[src/core/ccdsc_pkg.sv]
package ccdsc_pkg;

  // ***************************************************************
  // Clock and timing
  // ***************************************************************
  localparam int PCLK_PERIOD_NS = 50;
  localparam int COARSE_STEP_NS = 250;
  localparam int FINE_STEP_NS = 250;
  localparam int BBM_GAP_NS = 50;

  // Least times round up, never below one cycle
  function automatic int cyc_ceil(input int t_ns);
    int c;
    c = (t_ns + PCLK_PERIOD_NS - 1) / PCLK_PERIOD_NS;
    return (c < 1) ? 1 : c;
  endfunction

  localparam int COARSE_STEP_CYC = cyc_ceil(COARSE_STEP_NS);
  localparam int FINE_STEP_CYC = cyc_ceil(FINE_STEP_NS);
  localparam int BBM_GAP_CYC = cyc_ceil(BBM_GAP_NS);

  // ***************************************************************
  // Serial word layout
  // ***************************************************************
  localparam int WORD_BITS = 8;
  localparam int ADDR0_POS = 7;
  localparam int ADDR1_POS = 6;
  localparam int PAYLOAD_W = 6;
  localparam int SELCODE_LSB = 3;
  localparam logic [2:0] SELCODE_SENSOR = 3'h0;
  localparam logic [2:0] SELCODE_AUX1 = 3'h2;
  localparam logic [2:0] SELCODE_AUX2 = 3'h4;

  // ***************************************************************
  // Input paths, one-hot
  // ***************************************************************
  localparam logic [2:0] PATH_SENSOR = 3'h1;
  localparam logic [2:0] PATH_AUX1 = 3'h2;
  localparam logic [2:0] PATH_AUX2 = 3'h4;

  // ***************************************************************
  // Register map and reset values
  // ***************************************************************
  localparam int PADDR_W = 12;
  localparam logic [11:0] ADDR_SELECT = 12'h000;
  localparam logic [11:0] ADDR_GAIN = 12'h004;
  localparam logic [11:0] ADDR_STATUS = 12'h008;
  localparam logic [11:0] ADDR_RESULT = 12'h00c;
  localparam logic [2:0] SELECT_RESET = 3'h1;
  localparam logic [5:0] GAIN_RESET = 6'h00;
  localparam int STAT_MODE_POS = 0;
  localparam int STAT_CNT_LSB = 1;
  localparam int STAT_BUSY_POS = 5;
  localparam int STAT_PATH_LSB = 8;

endpackage

[src/core/ccdsc_conv.sv]
`timescale 1ns/1ns
module ccdsc_conv #(
  parameter int COARSE_CYC = ccdsc_pkg::COARSE_STEP_CYC,
  parameter int FINE_CYC = ccdsc_pkg::FINE_STEP_CYC
) (
  input wire logic pclk, // Block clock
  input wire logic presetn, // Async reset, active low
  input wire logic start, // One-cycle start of a conversion
  input wire logic [7:0] level, // Level at the converter input
  output logic [7:0] result, // Last complete result
  output logic done, // One-cycle pulse, result valid
  output logic busy, // Conversion in progress
  output logic autozero, // Comparators acquiring and zeroing
  output logic coarse_active, // Upper-nibble flash step
  output logic fine_active // Residue flash step
);

  typedef enum logic [2:0] {
    CV_ACQ = 3'b001,
    CV_COARSE = 3'b010,
    CV_FINE = 3'b100
  } ccdsc_conv_state_type;

  typedef struct packed {
    ccdsc_conv_state_type state;
    logic [7:0] cnt;
    logic [7:0] samp;
    logic [7:0] residue;
    logic [3:0] upper;
    logic [7:0] result;
    logic done;
  } ccdsc_conv_st_type;

  localparam ccdsc_conv_st_type ST_RESET = '{state: CV_ACQ, default: '0};
  localparam int CONV_CYC = COARSE_CYC + FINE_CYC + 1;

  ccdsc_conv_st_type q;
  ccdsc_conv_st_type d;

  // Fifteen comparators against a ladder of the given step
  function automatic logic [3:0] flash15(input logic [7:0] v,
                                         input logic [7:0] step);
    logic [3:0] n;
    logic [8:0] thr;
    n = 4'h0;
    thr = 9'h000;
    for (int k = 1; k < 16; k++) begin
      thr = thr + {1'b0, step};
      if ({1'b0, v} >= thr) begin
        n = n + 4'h1;
      end
    end
    return n;
  endfunction

  // ***************************************************************
  // Two-step sequencer
  // ***************************************************************
  always_comb begin
    d = q;
    d.done = 1'b0;
    case (q.state)
      CV_ACQ: begin
        if (start) begin
          d.samp = level;
          d.cnt = 8'(COARSE_CYC - 1);
          d.state = CV_COARSE;
        end
      end
      CV_COARSE: begin
        if (q.cnt == 8'h00) begin
          d.upper = flash15(q.samp, 8'h10);
          d.residue = q.samp - {d.upper, 4'h0};
          d.cnt = 8'(FINE_CYC - 1);
          d.state = CV_FINE;
        end else begin
          d.cnt = q.cnt - 8'h01;
        end
      end
      CV_FINE: begin
        if (q.cnt == 8'h00) begin
          d.result = {q.upper, flash15(q.residue, 8'h01)};
          d.done = 1'b1;
          d.state = CV_ACQ;
        end else begin
          d.cnt = q.cnt - 8'h01;
        end
      end
      default: begin
        d.state = CV_ACQ;
      end
    endcase
  end

  always_ff @(posedge pclk or negedge presetn) begin
    if (!presetn) begin
      q <= ST_RESET;
    end else begin
      q <= d;
    end
  end

  assign result = q.result;
  assign done = q.done;
  assign busy = (q.state != CV_ACQ);
  assign autozero = (q.state == CV_ACQ);
  assign coarse_active = (q.state == CV_COARSE);
  assign fine_active = (q.state == CV_FINE);

  // ***************************************************************
  // Checks
  // ***************************************************************
  a_coarse_then_fine: assert property (@(posedge pclk)
    disable iff (!presetn)
      (q.state == CV_COARSE && q.cnt == 8'h00) |=> fine_active)
    else $error("coarse step not followed by fine step");

  a_result_exact: assert property (@(posedge pclk)
    disable iff (!presetn) done |-> (result == q.samp))
    else $error("two-step result differs from sampled level");

  a_conv_length: assert property (@(posedge pclk)
    disable iff (!presetn)
      (autozero && start) |-> ##CONV_CYC (done && autozero))
    else $error("conversion did not end on time in acquisition");

endmodule // ccdsc_conv

[src/core/ccdsc_core.sv]
// Overview of operation
// - Gain register holds six bits, 64 settings from -2 down by -0.125.
// - Clamp switch follows the clamp strobe level two clock cycles behind it, closed while it is high.
// - Sample strobe high stores offset; low selects inverting amplify.
// - Result built in two flash steps: upper nibble, then residue nibble.
// - Two timed steps, then comparators return to acquisition and zeroing.
// - At most one of sensor, aux 1 or aux 2 feeds the converter; none during the break gap.
// - Channel change opens the old path before closing the new one.
// - Every serial transfer is an eight-bit word.
// - Mode 0 shifts control bits in; mode 1 shifts results out.
// - Serial bits move on rising edges of the shift clock.
// - In mode 0 the data output driver is off.
// - Sample strobe fall loads the output shifter with a stored result.
// - Top bit shows after strobe fall; each clock rise gives next bit.
// - After the last bit, further clocks give undefined data.
// - Storage and output stages give two pixel cycles of latency.
// - Word starts with address bit 0, address bit 1, then six payload.
// - Load rising after eight bits moves payload to addressed register.
// - Address 00 selector, 01 gain, bit 0 set does nothing.
// - Gain payload is plain binary, top bit first.
// - Reset gives sensor input and gain code zero.
`timescale 1ns/1ns
module ccdsc_core (
  input wire logic pclk, // Block clock, 20 MHz
  input wire logic presetn, // Async reset, active low
  input wire logic psel, // APB select
  input wire logic penable, // APB enable
  input wire logic pwrite, // APB write
  input wire logic [11:0] paddr, // APB byte address
  input wire logic [31:0] pwdata, // APB write data
  output logic [31:0] prdata, // APB read data
  output logic pready, // APB ready
  output logic pslverr, // APB error, unmapped address
  input wire logic serial_shift_clock, // Serial clock pin
  input wire logic mode, // Direction pin, 1 shifts results out
  input wire logic load, // Register load pin
  input wire logic serial_data_in, // Data pin, input side
  output logic serial_data_out, // Data pin, output side
  output logic serial_data_oe, // Data pin driver enable
  input wire logic video_sample_strobe, // Pixel strobe pin
  input wire logic black_clamp_strobe, // Clamp strobe pin
  input wire logic [7:0] converter_level, // Level at converter input
  output logic clamp_switch_closed, // Clamp switch state
  output logic offset_null_switch, // Unity-gain offset storing
  output logic offset_null_switch_pos, // Companion offset switch
  output logic amplify_switch, // Inverting amplify path
  output logic [5:0] gain_code, // Gain stage code
  output logic [2:0] input_path_closed, // Sensor, aux 1, aux 2
  output logic comparators_autozero, // Converter acquiring
  output logic conv_coarse, // Converter upper step
  output logic conv_fine // Converter residue step
);

  typedef struct packed {
    logic [1:0] sck_s;
    logic [1:0] mode_s;
    logic [1:0] load_s;
    logic [1:0] din_s;
    logic [1:0] vs_s;
    logic [1:0] clp_s;
    logic sck_p;
    logic load_p;
    logic vs_p;
    logic [7:0] in_sh;
    logic [3:0] in_cnt;
    logic [7:0] out_sh;
    logic [7:0] store;
    logic [2:0] sel;
    logic [5:0] gain;
    logic [31:0] prdata;
    logic perr;
  } ccdsc_core_st_type;

  localparam ccdsc_core_st_type ST_RESET = '{
    sel: ccdsc_pkg::SELECT_RESET,
    gain: ccdsc_pkg::GAIN_RESET,
    default: '0};
  localparam logic [3:0] WORD_CNT = 4'(ccdsc_pkg::WORD_BITS);

  ccdsc_core_st_type q;
  ccdsc_core_st_type d;

  logic sck_rise;
  logic load_rise;
  logic vs_fall;
  logic mode_out;
  logic apb_setup;
  logic apb_write;
  logic [7:0] conv_result;
  logic conv_done;
  logic conv_busy;

  function automatic logic path_legal(input logic [2:0] p);
    return (p == ccdsc_pkg::PATH_SENSOR) || (p == ccdsc_pkg::PATH_AUX1) ||
           (p == ccdsc_pkg::PATH_AUX2);
  endfunction

  function automatic logic addr_mapped(input logic [11:0] a);
    return (a == ccdsc_pkg::ADDR_SELECT) || (a == ccdsc_pkg::ADDR_GAIN) ||
           (a == ccdsc_pkg::ADDR_STATUS) || (a == ccdsc_pkg::ADDR_RESULT);
  endfunction

  // Pin edges seen only on the second synchroniser stage
  assign sck_rise = q.sck_s[1] & ~q.sck_p;
  assign load_rise = q.load_s[1] & ~q.load_p;
  assign vs_fall = q.vs_p & ~q.vs_s[1];
  assign mode_out = q.mode_s[1];
  assign apb_setup = psel & ~penable;
  assign apb_write = psel & penable & pwrite;

  // ***************************************************************
  // Converter and input selector
  // ***************************************************************
  ccdsc_conv u_conv (
    .pclk(pclk),
    .presetn(presetn),
    .start(vs_fall),
    .level(converter_level),
    .result(conv_result),
    .done(conv_done),
    .busy(conv_busy),
    .autozero(comparators_autozero),
    .coarse_active(conv_coarse),
    .fine_active(conv_fine)
  );

  ccdsc_mux u_mux (
    .pclk(pclk),
    .presetn(presetn),
    .req_path(q.sel),
    .path_closed(input_path_closed)
  );

  // ***************************************************************
  // Next state
  // ***************************************************************
  always_comb begin
    d = q;
    d.sck_s = {q.sck_s[0], serial_shift_clock};
    d.mode_s = {q.mode_s[0], mode};
    d.load_s = {q.load_s[0], load};
    d.din_s = {q.din_s[0], serial_data_in};
    d.vs_s = {q.vs_s[0], video_sample_strobe};
    d.clp_s = {q.clp_s[0], black_clamp_strobe};
    d.sck_p = q.sck_s[1];
    d.load_p = q.load_s[1];
    d.vs_p = q.vs_s[1];

    // Result pipeline: conversion, storage, output shifter
    if (vs_fall) begin
      d.store = conv_result;
      d.out_sh = q.store;
    end else if (mode_out && sck_rise) begin
      d.out_sh = {q.out_sh[6:0], 1'b0};
    end

    // Register reads are captured in the setup phase
    if (apb_setup) begin
      d.perr = ~addr_mapped(paddr);
      case (paddr)
        ccdsc_pkg::ADDR_SELECT: begin
          d.prdata = 32'(q.sel);
        end
        ccdsc_pkg::ADDR_GAIN: begin
          d.prdata = 32'(q.gain);
        end
        ccdsc_pkg::ADDR_STATUS: begin
          d.prdata = 32'h0000_0000;
          d.prdata[ccdsc_pkg::STAT_MODE_POS] = mode_out;
          d.prdata[ccdsc_pkg::STAT_CNT_LSB +: 4] = q.in_cnt;
          d.prdata[ccdsc_pkg::STAT_BUSY_POS] = conv_busy;
          d.prdata[ccdsc_pkg::STAT_PATH_LSB +: 3] = input_path_closed;
        end
        ccdsc_pkg::ADDR_RESULT: begin
          d.prdata = 32'(q.store);
        end
        default: begin
          d.prdata = 32'h0000_0000;
        end
      endcase
    end

    // Software writes; an illegal path code is ignored
    if (apb_write) begin
      if (paddr == ccdsc_pkg::ADDR_SELECT && path_legal(pwdata[2:0])) begin
        d.sel = pwdata[2:0];
      end
      if (paddr == ccdsc_pkg::ADDR_GAIN) begin
        d.gain = pwdata[5:0];
      end
    end

    // Serial control words; a serial load overrides a same-cycle write
    if (!mode_out) begin
      if (sck_rise) begin
        d.in_sh = {q.in_sh[6:0], q.din_s[1]};
        if (q.in_cnt != WORD_CNT) begin
          d.in_cnt = q.in_cnt + 4'h1;
        end
      end
      if (load_rise) begin
        if (q.in_cnt == WORD_CNT && !q.in_sh[ccdsc_pkg::ADDR0_POS]) begin
          if (q.in_sh[ccdsc_pkg::ADDR1_POS]) begin
            d.gain = q.in_sh[5:0];
          end else begin
            case (q.in_sh[ccdsc_pkg::SELCODE_LSB +: 3])
              ccdsc_pkg::SELCODE_SENSOR: begin
                d.sel = ccdsc_pkg::PATH_SENSOR;
              end
              ccdsc_pkg::SELCODE_AUX1: begin
                d.sel = ccdsc_pkg::PATH_AUX1;
              end
              ccdsc_pkg::SELCODE_AUX2: begin
                d.sel = ccdsc_pkg::PATH_AUX2;
              end
              default: begin
                d.sel = q.sel;
              end
            endcase
          end
        end
        d.in_cnt = 4'h0;
      end
    end else begin
      d.in_cnt = 4'h0;
    end
  end

  always_ff @(posedge pclk or negedge presetn) begin
    if (!presetn) begin
      q <= ST_RESET;
    end else begin
      q <= d;
    end
  end

  // ***************************************************************
  // Outputs
  // ***************************************************************
  assign prdata = q.prdata;
  assign pready = psel & penable;
  assign pslverr = psel & penable & q.perr;
  assign serial_data_out = q.out_sh[7];
  assign serial_data_oe = mode_out;
  assign clamp_switch_closed = q.clp_s[1];
  assign offset_null_switch = q.vs_s[1];
  assign offset_null_switch_pos = q.vs_s[1];
  assign amplify_switch = ~q.vs_s[1];
  assign gain_code = q.gain;

  // ***************************************************************
  // Checks
  // ***************************************************************
  a_driver_off: assert property (@(posedge pclk)
    disable iff (!presetn) $fell(q.mode_s[0]) |=> !serial_data_oe)
    else $error("data driver on while shifting in");

  a_switch_phase: assert property (@(posedge pclk)
    disable iff (!presetn) (offset_null_switch != amplify_switch) &&
      (offset_null_switch_pos == offset_null_switch) &&
      (offset_null_switch == $past(q.vs_s[0])))
    else $error("gain stage switches overlap or lag");

  a_amp_phase: assert property (@(posedge pclk)
    disable iff (!presetn) $fell(q.vs_s[0]) |=>
      (amplify_switch && !offset_null_switch))
    else $error("amplify path not taken after strobe fall");

  a_clamp_level: assert property (@(posedge pclk)
    disable iff (!presetn) $rose(q.clp_s[0]) |=> clamp_switch_closed)
    else $error("clamp switch did not close");

  a_clamp_open: assert property (@(posedge pclk)
    disable iff (!presetn) $fell(q.clp_s[0]) |=> !clamp_switch_closed)
    else $error("clamp switch did not open");

  a_result_load: assert property (@(posedge pclk)
    disable iff (!presetn) vs_fall |=> (q.out_sh == $past(q.store)) &&
      (q.store == $past(conv_result)))
    else $error("strobe fall did not advance result pipeline");

  a_shift_next: assert property (@(posedge pclk)
    disable iff (!presetn) (mode_out && sck_rise && !vs_fall) |=>
      (serial_data_out == $past(q.out_sh[6])))
    else $error("shift clock did not present next bit");

  a_bit_hold: assert property (@(posedge pclk)
    disable iff (!presetn) (!vs_fall && !(mode_out && sck_rise)) |=>
      $stable(serial_data_out))
    else $error("output bit changed without clock or strobe");

  a_in_shift: assert property (@(posedge pclk)
    disable iff (!presetn) (!mode_out && sck_rise) |=>
      (q.in_sh[0] == $past(q.din_s[1])))
    else $error("data pin not shifted in on clock rise");

  a_cnt_limit: assert property (@(posedge pclk)
    disable iff (!presetn) q.in_cnt <= WORD_CNT)
    else $error("serial bit count above word length");

  a_mode_clear: assert property (@(posedge pclk)
    disable iff (!presetn) mode_out |=> (q.in_cnt == 4'h0))
    else $error("bit count kept while shifting out");

  a_gain_word: assert property (@(posedge pclk)
    disable iff (!presetn) (!mode_out && load_rise &&
      q.in_cnt == WORD_CNT && q.in_sh[7:6] == 2'b01) |=>
      (gain_code == $past(q.in_sh[5:0])))
    else $error("gain word not transferred on load");

  a_sel_sensor: assert property (@(posedge pclk)
    disable iff (!presetn) (!mode_out && load_rise &&
      q.in_cnt == WORD_CNT && q.in_sh[7:6] == 2'b00 &&
      q.in_sh[5:3] == ccdsc_pkg::SELCODE_SENSOR) |=>
      (q.sel == ccdsc_pkg::PATH_SENSOR))
    else $error("sensor select word not transferred");

  a_sel_aux1: assert property (@(posedge pclk)
    disable iff (!presetn) (!mode_out && load_rise &&
      q.in_cnt == WORD_CNT && q.in_sh[7:6] == 2'b00 &&
      q.in_sh[5:3] == ccdsc_pkg::SELCODE_AUX1) |=>
      (q.sel == ccdsc_pkg::PATH_AUX1))
    else $error("aux 1 select word not transferred");

  a_sel_aux2: assert property (@(posedge pclk)
    disable iff (!presetn) (!mode_out && load_rise &&
      q.in_cnt == WORD_CNT && q.in_sh[7:6] == 2'b00 &&
      q.in_sh[5:3] == ccdsc_pkg::SELCODE_AUX2) |=>
      (q.sel == ccdsc_pkg::PATH_AUX2))
    else $error("aux 2 select word not transferred");

  a_apb_gain: assert property (@(posedge pclk)
    disable iff (!presetn) (apb_write && paddr == ccdsc_pkg::ADDR_GAIN &&
      !load_rise) |=> (gain_code == $past(pwdata[5:0])))
    else $error("gain write from bus not taken");

  a_noop_word: assert property (@(posedge pclk)
    disable iff (!presetn) (load_rise && !apb_write &&
      q.in_sh[ccdsc_pkg::ADDR0_POS]) |=>
      ($stable(q.gain) && $stable(q.sel)))
    else $error("no-op word changed a register");

  a_short_word: assert property (@(posedge pclk)
    disable iff (!presetn) (load_rise && q.in_cnt != WORD_CNT &&
      !apb_write) |=> ($stable(q.gain) && $stable(q.sel)))
    else $error("short word changed a register");

endmodule // ccdsc_core

[src/core/ccdsc_mux.sv]
`timescale 1ns/1ns
module ccdsc_mux #(
  parameter int BBM_CYC = ccdsc_pkg::BBM_GAP_CYC
) (
  input wire logic pclk, // Block clock
  input wire logic presetn, // Async reset, active low
  input wire logic [2:0] req_path, // Requested path, one-hot
  output logic [2:0] path_closed // Closed switches, one-hot or none
);

  typedef struct packed {
    logic [2:0] closed;
    logic [3:0] cnt;
  } ccdsc_mux_st_type;

  localparam ccdsc_mux_st_type ST_RESET = '{
    closed: ccdsc_pkg::SELECT_RESET, cnt: 4'h0};
  localparam int BBM_MAX = BBM_CYC + 2;

  ccdsc_mux_st_type q;
  ccdsc_mux_st_type d;

  // Open every switch first, wait the gap, then close the new one
  always_comb begin
    d = q;
    if (q.closed != 3'h0) begin
      if (q.closed != req_path) begin
        d.closed = 3'h0;
        d.cnt = 4'(BBM_CYC);
      end
    end else if (q.cnt != 4'h0) begin
      d.cnt = q.cnt - 4'h1;
    end else begin
      d.closed = req_path;
    end
  end

  always_ff @(posedge pclk or negedge presetn) begin
    if (!presetn) begin
      q <= ST_RESET;
    end else begin
      q <= d;
    end
  end

  assign path_closed = q.closed;

  a_one_path: assert property (@(posedge pclk)
    disable iff (!presetn) $onehot0(q.closed))
    else $error("more than one input path closed");

  a_break_first: assert property (@(posedge pclk)
    disable iff (!presetn)
      ($past(q.closed) != 3'h0 && q.closed != $past(q.closed))
      |-> (q.closed == 3'h0))
    else $error("new path closed before old path opened");

  a_reconnect: assert property (@(posedge pclk)
    disable iff (!presetn)
      (q.closed == 3'h0) |-> ##[1:BBM_MAX] (q.closed != 3'h0))
    else $error("no path closed after break gap");

endmodule // ccdsc_mux

[config.mk]
export PLATFORM = sky130hd
export DESIGN_NAME = ccdsc_core
export DESIGN_NICKNAME = d
export VERILOG_FILES = /design/src/core/ccdsc_pkg.sv /design/src/core/ccdsc_conv.sv /design/src/core/ccdsc_core.sv /design/src/core/ccdsc_mux.sv
export SDC_FILE = /design/constraint.sdc
export NUM_CORES = 1
export LEC_CHECK = 0
export BUFFER_PORTS_ARGS = -buffer_cell sky130_fd_sc_hd__buf_2
export CAP_MARGIN = 20
export CORE_UTILIZATION = 50
export CTS_CLUSTER_DIAMETER = 40
export DETAILED_ROUTE_END_ITERATION = 16
export GPL_ROUTABILITY_DRIVEN = 0
export PLACE_DENSITY = 0.71
export SLEW_MARGIN = 5
export SYNTH_ARGS = -nofsm -noshare
export SYNTH_HDL_FRONTEND = slang
export SYNTH_SLANG_ARGS = --single-unit
[constraint.sdc]
create_clock -name pclk -period 10.35 [get_ports pclk]
set_input_delay 1.5525 -clock pclk [delete_from_list [all_inputs] [get_ports pclk]]
set_output_delay 1.5525 -clock pclk [all_outputs]
set_load 0.02 [all_outputs]
* Word-level counts from Yosys, hierarchy flattened
Cells that the tools add are included.
Storage, ports and cells: register bits 131, input bits 63, logic and storage cells 265
Operators by class: add/sub/neg operators 32, order comparisons 30, equality and inequality tests 22, muxes and demuxes 115, bitwise logic cells 13, reductions and logical operators 28
Operator list (number):
- $mux W4 | 91
- $add A4 B1 Y4 const B | 29
- $ge A8 B4 Y1 const B | 8
- $ge A8 B8 Y1 const B | 8
- $pmux W11 S4 | 1
- $mux W9 | 4
- $ge A8 B3 Y1 const B | 4
- $ge A8 B7 Y1 const B | 4
- $mux W8 | 4
- $eq A12 B4 Y1 const B | 2
- $pmux W8 S3 | 1
- $mux W19 | 1
- $pmux W3 S3 | 2
- $ge A8 B2 Y1 const B | 2
- $ge A8 B6 Y1 const B | 2
- $mux W3 | 5
- $mux W7 | 2
- $reduce_and A2 Y1 | 7
- $eq A12 B3 Y1 const B | 1
- $logic_not A12 Y1 | 1
- $mux W6 | 2
- $reduce_bool A3 Y1 | 4
- $eq A3 B2 Y1 const B | 3
- $eq A3 B3 Y1 const B | 3
- other kinds (24) | 49

* Depth between registers and ports, before layout
Gate-level depths: netlist of run 1.
word-level depth 61, gate-level depth with buffers 52, depth with buffers taken out 51

* Hierarchy
A second synthesis of run 1 with hierarchy kept.
Unflattened totals: cell total of the unflattened synthesis 981, area total of the unflattened synthesis 8559.5 µm²
Modules (own cells, without submodules):
- ccdsc_conv | instances 1, cells an instance 648, area each 5012.3 µm², seq. area each 1002.2 µm²
- ccdsc_core | instances 1, cells an instance 283, area each 3090.5 µm², seq. area each 1602.8 µm²
- ccdsc_mux | instances 1, cells an instance 50, area each 456.7 µm², seq. area each 176.4 µm²

* Least setup slack after synthesis of run 1
Ideal clock, no wire load.
path kind reg-to-reg, from register u_conv.q[26] (netlist bit), to register u_conv.q[20] (netlist bit), arrival time 9.351 ns, required time 10.267 ns, slack 0.916 ns, stages on the path, launching flop included 50, cell sequence dfrtp_1 > clkbuf_1 > or3_1 > nor2_1 > ha_1 > clkbuf_1 > xor2_1 > ha_1 > o21ai_0 > o31ai_1 > ha_1 > nand2b_1 > o21ai_0 > ha_1 > nor2_1 > a31oi_1 > ha_1 > mux2_2 > [... 14 more ...] > nand2_1 > nand2_1 > ha_1 > mux2i_1 > o21ai_0 > ha_1 > mux2_2 > ha_1 > mux4_2 > nand2_1 > nand2_1 > inv_1 > ha_1 > a21o_1 > a21oi_1 > xnor2_1 > xnor3_1 > o21ai_0
Between the ends: cells in the longest elaborated chain, start to end 61, elaborated cells between the ends (all ways) 75
RTL lines:
- start: declaration | RTL line ccdsc_conv.sv:37 | ccdsc_conv_st_type q;
- start signal: assignment | RTL line ccdsc_conv.sv:97 | q <= ST_RESET;
- start signal: assignment | RTL line ccdsc_conv.sv:99 | q <= d;
- $ge A8 B5 Y1 | RTL line ccdsc_conv.sv:49 | if ({1'b0, v} >= thr) begin
- $mux W1 | RTL line ccdsc_conv.sv:49
- $mux W4 | RTL line ccdsc_conv.sv:71 | if (q.cnt == 8'h00) begin
- $mux W4 | RTL line ccdsc_conv.sv:62 | case (q.state)
- $add A4 B1 Y4 | RTL line ccdsc_conv.sv:50 | n = n + 4'h1;
- $mux W4 | RTL line ccdsc_conv.sv:49
- $mux W4 | RTL line ccdsc_conv.sv:71
- $mux W4 | RTL line ccdsc_conv.sv:62
- [... 45 more ...]
- $mux W4 | RTL line ccdsc_conv.sv:49
- $mux W4 | RTL line ccdsc_conv.sv:71
- $mux W4 | RTL line ccdsc_conv.sv:62
- $add A4 B1 Y4 | RTL line ccdsc_conv.sv:50
- $mux W4 | RTL line ccdsc_conv.sv:49
- $mux W4 | RTL line ccdsc_conv.sv:71
- $mux W4 | RTL line ccdsc_conv.sv:62
- $sub A8 B8 Y8 * | RTL line ccdsc_conv.sv:73 | d.residue = q.samp - {d.upper, 4'h0};
Mark *: on every way between the ends. The rest lies on a longest branch, timed or not. The select of a mux whose other input is x is not followed. A chain may end at the register's enable or synchronous reset.

* Final worst setup path of run 1
Ends and elaborated chain as after synthesis.

==> summary.txt, run 1 <==
Clk sinks = 110
Setup TNS = 0 ns
Mean post-synth cell area = 9.03 um^2
Post-synth EDFFs = 0
Post-synth ARST share = 100%
CTS tree = yes
Global route overflow = 0
Pre-antenna DRT Iters = 5
Largest net degree at the start of global routing = 69
Crit-path max cell delay = 0.46 ns
Layout Cells excl Fill = 1119
YS warnings = 0
Register area share after synthesis = 34.8%
Initial core utilization = 51.7%
Hold bufs inserted after CTS = 0
Final wirelength = 15800 um
Cts bufs inserted = 9
Most frequent cells in the layout = dfrtp_1 (107), nand2_1 (88), nor2_1 (77)
Worst r2r src = u_conv.q[26]$_DFFE_PN0P_
Max Clk Rate = 0.103 GHz
Post-route ant nets = 0
Final Skew = 0.0127 ns
Worst Path Required = 10.62 ns
GRT Total Usage = 20.5%
Worst-Margin Slew = 1.09 ns
Clock-pin slew on the worst setup and hold paths = 0.07 ns
DR vias = 6026
Core area = 15300 um^2
H-Tree Level Count = 3
# nets final = 1003
# IOs = 115
Hold Vio Cnt, Final = 0
Placed cells = 1103
Cell mode on critical path = ha_1
Fin crit share = 93.4%
Post-CTS setup buffer count = 0
Vias in the first global route = 5709
Critical path class = flip-flop to flip-flop
Startpoint Class = flip-flop
DRC viols = 0
Cell row count = 45
1st-iter DRT viols = 365
Reg2Reg Setup Slack = 0.69 ns
Primary FF master, synth = dfrtp_1
Die Wd = 128 um
Status = finished clean
First-pass GRT wire length = 27100 um
Worst reg-to-reg path cell count = 49
Maximum clock insertion buffer count = 2
Reg area = 2760 um^2
Port Buffers = 67
Max cap viols = 0
Crit path max-delay cell type = mux4_2
Setup violators final = 0
Crit-path max FO = 5
Clk Tree Root Cell = clkbuf_16
Endpoint type of the worst setup path = flip-flop
Slew Viols, Final = 0
Die area = 16300 um^2
Commonest non-fill, non-tap cell in the layout = dfrtp_1
Area grow syn2layout = 7.60%
Cell Area, Synth = 7920 um^2
Fin crit period = 9.66 ns
Layout cells sized above 1 = 18.6%
Worst Path Arrival = 9.93 ns
Vias per std cell = 5.39
Worst skew pair latency = 0.36 ns
Diodes inserted = 0
Worst r2r dst = u_conv.q[20]$_DFFE_PN0P_
Worst Hold Class = flip-flop to flip-flop
Synth area leaders = dfrtp_1 (34%), mux2_2 (6.0%), ha_1 (5.7%)
Hold path start = d[84]$_DFF_PN0_
Initial antenna violation count = 0
Util after Layout = 55.6%
Multi-input combinational cell area = 4660 um^2
Yosys reg bits = 110
Routed WL per cell = 14.1 um
Die Y = 128 um
WHS Endpoint = d[72]$_DFF_PN0_
Distinct cells, synth = 83
Synth top area share = 33.8%
Post-Synthesis Cells = 877
Final HPWL DP = 11500 um
Max_slew headroom = 26.8%
# fillers = 1443
Worst Hold Depth = 0
Largest area contributor in the netlist = dfrtp_1
layout make-up:
| cell class | instances | area share, % |
|---|---|---|
| Clock buffer | 11 | 2.85 |
| Timing Repair Buffer | 79 | 5.02 |
| Inverter | 29 | 1.28 |
| Clock inverter | 5 | 0.749 |
| Multi-Input combinational cell | 674 | 54.7 |
| Sequential cell | 110 | 32.3 |
| Tap cell | 211 | 3.10 |
sequential cells by signal (all words and copies together), names as in the netlist, 3 cells and up:
register	flops
q	35
u_conv.q	31
prdata	11
d	8
u_conv.result	8
gain_code	6
u_mux.q	4
u_mux.path_closed	3
critical path: cells and delay by family, from the launching register on:
kind	cells	cell delay [ns]
adder cells (fa/ha/maj)	14	4.01
AO/OA/AOI/OAI	13	1.85
multiplexers	6	1.48
AND/OR/NAND/NOR	10	1.22
flip-flops	1	0.38
XOR/XNOR	2	0.38
buffers and inverters	4	0.28
worst max path at each step:
stage,to,cells after the start,startpoint
3_5_place_dp,u_conv.q[20]$_DFFE_PN0P_,49,u_conv.q[26]$_DFFE_PN0P_
3_3_place_gp,u_conv.q[20]$_DFFE_PN0P_,49,u_conv.q[26]$_DFFE_PN0P_
2_1_floorplan,u_conv.q[20]$_DFFE_PN0P_,49,u_conv.q[26]$_DFFE_PN0P_
6_report,u_conv.q[20]$_DFFE_PN0P_,49,u_conv.q[26]$_DFFE_PN0P_
5_1_grt,u_conv.q[20]$_DFFE_PN0P_,49,u_conv.q[26]$_DFFE_PN0P_
4_1_cts,u_conv.q[20]$_DFFE_PN0P_,49,u_conv.q[26]$_DFFE_PN0P_
cell families after synthesis:
family	share of synthesized area (%)
simple gates	18.4
mux	10.2
compound gates	13.3
flops	34.8
xor+xnor	9.51
other cells	0.0474
fa+ha+maj	6.19
buf+inv	7.49
cell usage after synthesis (17+ instances only):
master and count:
dfrtp_1 107, nand2_1 88, nor2_1 77, a21oi_1 54, o21ai_0 53, buf_4 42, mux2_2 42, xnor2_1 40
clkbuf_1 36, ha_1 36, xor2_1 31, inv_1 29, mux2i_1 22, nand3_1 21, nor3_1 17
per-layer routing:
metal  global-route usage (%)  part of all wire, %
met1                     28.4                   48
met2                     32.8                   46
met3                     3.05                  3.6
met4                     7.06                  1.6
met5                        0                    0
through the flow:
step / hold WS, ns / worst slack (ns) / instance area, um^2
finish: 0.350 / 0.687 / 8520
CTS: 0.352 / 0.501 / 8510
global placement: 0.333 / 0.772 / 8200
floorplan: 0.331 / 0.916 / 7990
detailed placement: 0.335 / 0.535 / 8200
global route: 0.355 / -0.00804 / 8520
timing repair:
action	in CTS	in global routing
setup endpoints to repair	0	1
hold endpoints to repair	0	0
resized for setup	0	3
Power of run 1 is left out: the tool's default activity adds up to more than one toggle a clock period on the data nets, which glitch-free logic cannot reach.
==> run 2: changes to the inputs <==
--- a/config.mk
+++ b/config.mk
@@ -7,11 +7,11 @@
 export LEC_CHECK = 0
 export BUFFER_PORTS_ARGS = -buffer_cell sky130_fd_sc_hd__buf_2
 export CAP_MARGIN = 20
-export CORE_UTILIZATION = 50
+export CORE_UTILIZATION = 59
 export CTS_CLUSTER_DIAMETER = 40
 export DETAILED_ROUTE_END_ITERATION = 16
 export GPL_ROUTABILITY_DRIVEN = 0
-export PLACE_DENSITY = 0.71
+export PLACE_DENSITY = 0.82
 export SLEW_MARGIN = 5
 export SYNTH_ARGS = -nofsm -noshare
 export SYNTH_HDL_FRONTEND = slang
==> run 2 against run 1 <==
Against the previous run: die area down 15%; wire length up 1.2%; non-clock buffer count down 2; sequential share of layout area up 0.12 points; critical path depth unchanged; global-route usage up 3.7 points; design area down 0.37%; fmax up 0.72%; register-to-register slack better by 0.07 ns.
==> summary.txt, run 2 (synthesis results as in run 1) <==
Vias in the first global route = 5787 (+1.4%)
Setup violators final = 0 (unchanged)
Fin crit period = 9.59 ns (-0.0694 ns)
Layout cells sized above 1 = 18.9% (+0.26 points)
Largest net degree at the start of global routing = 59 (-14%)
RSZ-0062 raised after global routing = false
DRC viols = 0 (unchanged)
Die area = 13900 um^2 (-15%)
Maximum clock insertion buffer count = 2 (unchanged)
Cell row count = 41 (-8.9%)
Die Wd = 118 um (-7.8%)
Final Skew = 0.00928 ns (-0.00346 ns)
Worst-Margin Slew = 1.07 ns (-0.0261 ns)
Max_slew headroom = 28.5% (+1.7 points)
# nets final = 1001 (-0.20%)
Endpoint type of the worst setup path = flip-flop
Final wirelength = 16000 um (+1.2%)
Most frequent cells in the layout = dfrtp_1 (107), nand2_1 (88), nor2_1 (76)
Util after Layout = 65.9% (+10 points)
Post-route cell area = 8490 um^2 (-0.37%)
Diodes inserted = 0 (unchanged)
PnR worst setup slack = 0.756 ns (+0.0694 ns)
Total placed instance area = 8130 um^2 (-0.87%)
Startpoint Class = flip-flop
GRT Total Usage = 24.2% (+3.7 points)
Status = finished clean
DR vias = 6206 (+3.0%)
Crit-path max FO = 5 (unchanged)
Crit-path max cell delay = 0.47 ns (about the same)
Initial core utilization = 61.5% (+9.8 points)
Worst Path Required = 10.61 ns (about the same)
Setup TNS = 0 ns (unchanged)
Critical path class = flip-flop to flip-flop
Vias per std cell = 5.76 (+6.9%)
Initial antenna violation count = 0 (unchanged)
Area grow syn2layout = 7.20%
Reg area = 2760 um^2 (unchanged)
Port Buffers = 67 (unchanged)
Biggest register = q
First-pass GRT wire length = 27700 um (+2.0%)
Clock-pin slew on the worst setup and hold paths = 0.08 ns (about the same)
Hold Vio Cnt, Final = 0 (unchanged)
Cts bufs inserted = 9 (unchanged)
Final HPWL DP = 11400 um (-0.74%)
Fin crit share = 92.7% (-0.67 points)
Max Clk Rate = 0.104 GHz (+0.72%)
Die Y = 118 um (-7.8%)
Commonest non-fill, non-tap cell in the layout = dfrtp_1
Worst Path Arrival = 9.86 ns (-0.07 ns)
Max reg flops = 35 (unchanged)
Multi-input combinational cell area = 4670 um^2 (+0.27%)
CTS tree = yes
Post-route ant nets = 0 (unchanged)
# IOs = 115 (unchanged)
Routed WL per cell = 14.8 um (+5.1%)
Post-place setup slack = 0.490 ns (-0.0456 ns)
Slew Viols, Final = 0 (unchanged)
Crit path max-delay cell type = mux4_2
Global route overflow = 0 (unchanged)
1st-iter DRT viols = 474 (+30%)
H-Tree Level Count = 3 (unchanged)
Worst skew pair latency = 0.35 ns (about the same)
Cell mode on critical path = ha_1
Max cap viols = 0 (unchanged)
Pre-antenna DRT Iters = 5 (unchanged)
Worst Hold Class = flip-flop to flip-flop
Clk sinks = 110 (unchanged)
Core area = 12900 um^2 (-16%)
Clk Tree Root Cell = clkbuf_16
# fillers = 1059 (-27%)
## run 2: cell count changes in the layout (fill, tap and decap cells not counted), sizes merged
cell | previous run | this run
buf | 79 | 77
clkbuf | 11 | 10
clkinvlp | 0 | 1
## run 2: worst paths after layout
kind / start / end / slack [ns] / cells past startpoint
max in group asynchronous: presetn / d[71]$_DFF_PN0_ / 7.95 / 2
min in group asynchronous: presetn / u_mux.q[2]$_DFFE_PN0P_ / 1.22 / 1
setup / recovery: u_conv.q[26]$_DFFE_PN0P_ / u_conv.q[20]$_DFFE_PN0P_ / 0.76 / 49
setup reg to reg: u_conv.q[26]$_DFFE_PN0P_ / u_conv.q[20]$_DFFE_PN0P_ / 0.76 / 49
hold reg to reg: d[76]$_DFF_PN0_ / offset_null_switch$_DFF_PN0_ / 0.35 / 0
hold / removal: d[76]$_DFF_PN0_ / offset_null_switch$_DFF_PN0_ / 0.35 / 0
## run 2: what timing repair did
item / in CTS / in global routing
buffers inserted: 0 / 1
resized for setup: 0 / 7
hold buffers: 0 / 0
endpoints found under the setup margin: 0 / 1
## run 2: metrics by stage
stage,std cells,hold slack [ns]
detailed placement,1061,0.340
floorplan,897,0.331
finish,1078,0.352
global placement,1061,0.332
CTS,1077,0.356
global route,1078,0.357
## run 2: worst max-delay path, delay by kind of cell (launching register included)
kind	cells	cell delay, ns
compound gates	13	1.69
fa+ha+maj	14	4.00
buf+inv	4	0.29
xor+xnor	2	0.39
mux	6	1.56
flops	1	0.39
simple gates	10	1.18
## run 2: area by class of cell
class,instances,share of cell area (%)
multi-input cells,674,55.0
flip-flops and latches,110,32.5
repair buffers,77,4.86
clock buffers,10,2.82
well taps,172,2.53
inverters,29,1.28
clock inverters,6,1.03
## run 2: metal layers
metal / wire length [um] / vias up / track usage, %
met4: 179 / 0 / 6.49
li1: - / 3046 / -
met5: 0 / - / 0
met3: 589 / 13 / 3.54
met1: 7470 / 3001 / 34.5
met2: 7710 / 146 / 38.3
Power of run 2 is left out for the same reason.
==> run 3: changes to the inputs <==
--- a/config.mk
+++ b/config.mk
@@ -11,8 +11,9 @@
 export CTS_CLUSTER_DIAMETER = 40
 export DETAILED_ROUTE_END_ITERATION = 16
 export GPL_ROUTABILITY_DRIVEN = 0
-export PLACE_DENSITY = 0.82
+export PLACE_DENSITY = 0.81
 export SLEW_MARGIN = 5
 export SYNTH_ARGS = -nofsm -noshare
 export SYNTH_HDL_FRONTEND = slang
+export SYNTH_HIERARCHICAL = 1
 export SYNTH_SLANG_ARGS = --single-unit
==> run 3 against run 2 <==
Against the previous run: critical path type unchanged; synthesized area is 7.8% higher; core utilization is 1.8 points lower; clock skew is 0.00085 ns lower.
==> summary.txt, run 3 <==
First-pass GRT wire length = 29400 um (+6.3%)
Hold path start = d[82]$_DFF_PN0_
Clk Tree Root Cell = clkbuf_16
Worst r2r src = u_conv/q[27]$_DFFE_PN0P_
DR vias = 6957 (+12%)
CTS tree = yes
Die Wd = 122 um (+3.8%)
Clk sinks = 110 (unchanged)
Most frequent cells in the layout = nand2_1 (134), dfrtp_1 (107), nor2_1 (69)
Port Buffers = 67 (unchanged)
Biggest register = q
# fillers = 1154 (+9.0%)
Initial core utilization = 61.0% (-0.49 points)
Final HPWL DP = 13000 um (+14%)
Largest net degree at the start of global routing = 76 (+29%)
1st-iter DRT viols = 488 (+3.0%)
Cts bufs inserted = 9 (unchanged)
Worst Hold Class = flip-flop to flip-flop
Worst Path Required = 10.62 ns (about the same)
Hold bufs inserted after CTS = 0 (unchanged)
Setup violators final = 0 (unchanged)
Worst r2r dst = u_conv/q[20]$_DFFE_PN0P_
Global route overflow = 0 (unchanged)
Hold Vio Cnt, Final = 0 (unchanged)
Maximum clock insertion buffer count = 2 (unchanged)
Core area = 14000 um^2 (+8.6%)
PnR worst setup slack = 0.928 ns (+0.172 ns)
Max reg flops = 35 (unchanged)
Crit-path max cell delay = 0.81 ns (+0.34 ns)
Vias per std cell = 5.92 (+2.8%)
Reg2Reg Setup Slack = 0.93 ns (+0.17 ns)
Critical path class = flip-flop to flip-flop
Crit-path max FO = 22 (+17)
YS warnings = 6 (+6)
Final wirelength = 17600 um (+11%)
Final Skew = 0.00843 ns (-0.000849 ns)
Worst Path Arrival = 9.69 ns (-0.17 ns)
Mean post-synth cell area = 8.71 um^2 (-3.6%)
Cell row count = 43 (+4.9%)
Worst-Margin Slew = 0.939 ns (-0.128 ns)
Fin crit share = 91.0% (-1.7 points)
Reg area = 2760 um^2 (unchanged)
Routed WL per cell = 15.0 um (+1.4%)
Max_slew headroom = 37.1% (+8.6 points)
H-Tree Level Count = 3 (unchanged)
Post-Synthesis Cells = 980 (+12%)
Endpoint type of the worst setup path = flip-flop
Commonest non-fill, non-tap cell in the layout = nand2_1
Setup TNS = 0 ns (unchanged)
Clock-pin slew on the worst setup and hold paths = 0.08 ns (about the same)
Area grow syn2layout = 5.18%
# nets final = 1092 (+9.1%)
Slew Viols, Final = 0 (unchanged)
WHS Endpoint = serial_data_oe$_DFF_PN0_
Worst Hold Depth = 0 (unchanged)
Worst reg-to-reg path cell count = 43 (-12%)
Multi-input combinational cell area = 5120 um^2 (+9.6%)
Diodes inserted = 0 (unchanged)
Post-route ant nets = 0 (unchanged)
Crit path max-delay cell type = dfrtp_1
RSZ-0062 raised after global routing = false
Startpoint Class = flip-flop
Worst skew pair latency = 0.36 ns (about the same)
Status = finished clean
GRT Total Usage = 24.4% (+0.27 points)
Vias in the first global route = 6310 (+9.0%)
Post-place setup slack = 1.04 ns (+0.554 ns)
Max cap viols = 0 (unchanged)
Post-CTS Resized = 0 (unchanged)
Pre-antenna DRT Iters = 5 (unchanged)
Die Y = 122 um (+3.8%)
Layout cells sized above 1 = 15.4% (-3.5 points)
Die area = 15000 um^2 (+7.6%)
Post-CTS setup buffer count = 0 (unchanged)
Max Clk Rate = 0.106 GHz (+1.8%)
Cell Area, Synth = 8530 um^2 (+7.8%)
Fin crit period = 9.42 ns (-0.172 ns)
# IOs = 115 (unchanged)
DRC viols = 0 (unchanged)
Initial antenna violation count = 0 (unchanged)
run 3: how the worst max path moves through the flow:
stage | start | cells after the start | slack, ns | endpoint
2_1_floorplan | u_conv/q[26]$_DFFE_PN0P_ | 48 | 1.22 | u_conv/q[20]$_DFFE_PN0P_
3_3_place_gp | u_conv/q[27]$_DFFE_PN0P_ | 43 | 1.19 | u_conv/q[20]$_DFFE_PN0P_
3_5_place_dp | u_conv/q[27]$_DFFE_PN0P_ | 43 | 1.04 | u_conv/q[20]$_DFFE_PN0P_
4_1_cts | u_conv/q[27]$_DFFE_PN0P_ | 43 | 0.98 | u_conv/q[20]$_DFFE_PN0P_
5_1_grt | u_conv/q[27]$_DFFE_PN0P_ | 45 | 0.30 | u_conv/q[20]$_DFFE_PN0P_
6_report | u_conv/q[27]$_DFFE_PN0P_ | 43 | 0.93 | u_conv/q[20]$_DFFE_PN0P_
run 3: through the flow:
| step | hold slack (ns) | util [%] | instances | instance area [um^2] |
|---|---|---|---|---|
| after floorplan | 0.331 | - | 1000 | 8610 |
| after global placement | 0.332 | 61.9 | 1159 | 8660 |
| after detailed placement | 0.339 | 61.9 | 1159 | 8660 |
| after CTS | 0.358 | 64.2 | 1175 | 8980 |
| after global routing | 0.361 | 64.2 | 1175 | 8980 |
| final | 0.356 | 64.2 | 1175 | 8980 |
run 3: critical path: cells and delay by family, from the launching register on:
kind	cells	cell delay, ns
simple gates	7	0.98
compound gates	14	2.37
xor+xnor	8	1.39
mux	3	1.01
flops	1	0.81
buf+inv	4	0.49
fa+ha+maj	7	2.26
run 3: per-layer routing:
layer	wire length (um)	track usage, %
met5	0	0
met4	349	7.93
met3	893	3.25
met2	8390	39.9
met1	8000	33.6
run 3: area by class of cell:
type,count,share of cell area (%)
clock buffer,9,2.51
clock inverter,7,0.990
inverter,40,1.67
multi-input combinational,752,57.0
sequential,110,30.7
tap,180,2.51
timing repair buffer,77,4.60
Power of run 3 is left out for the same reason.
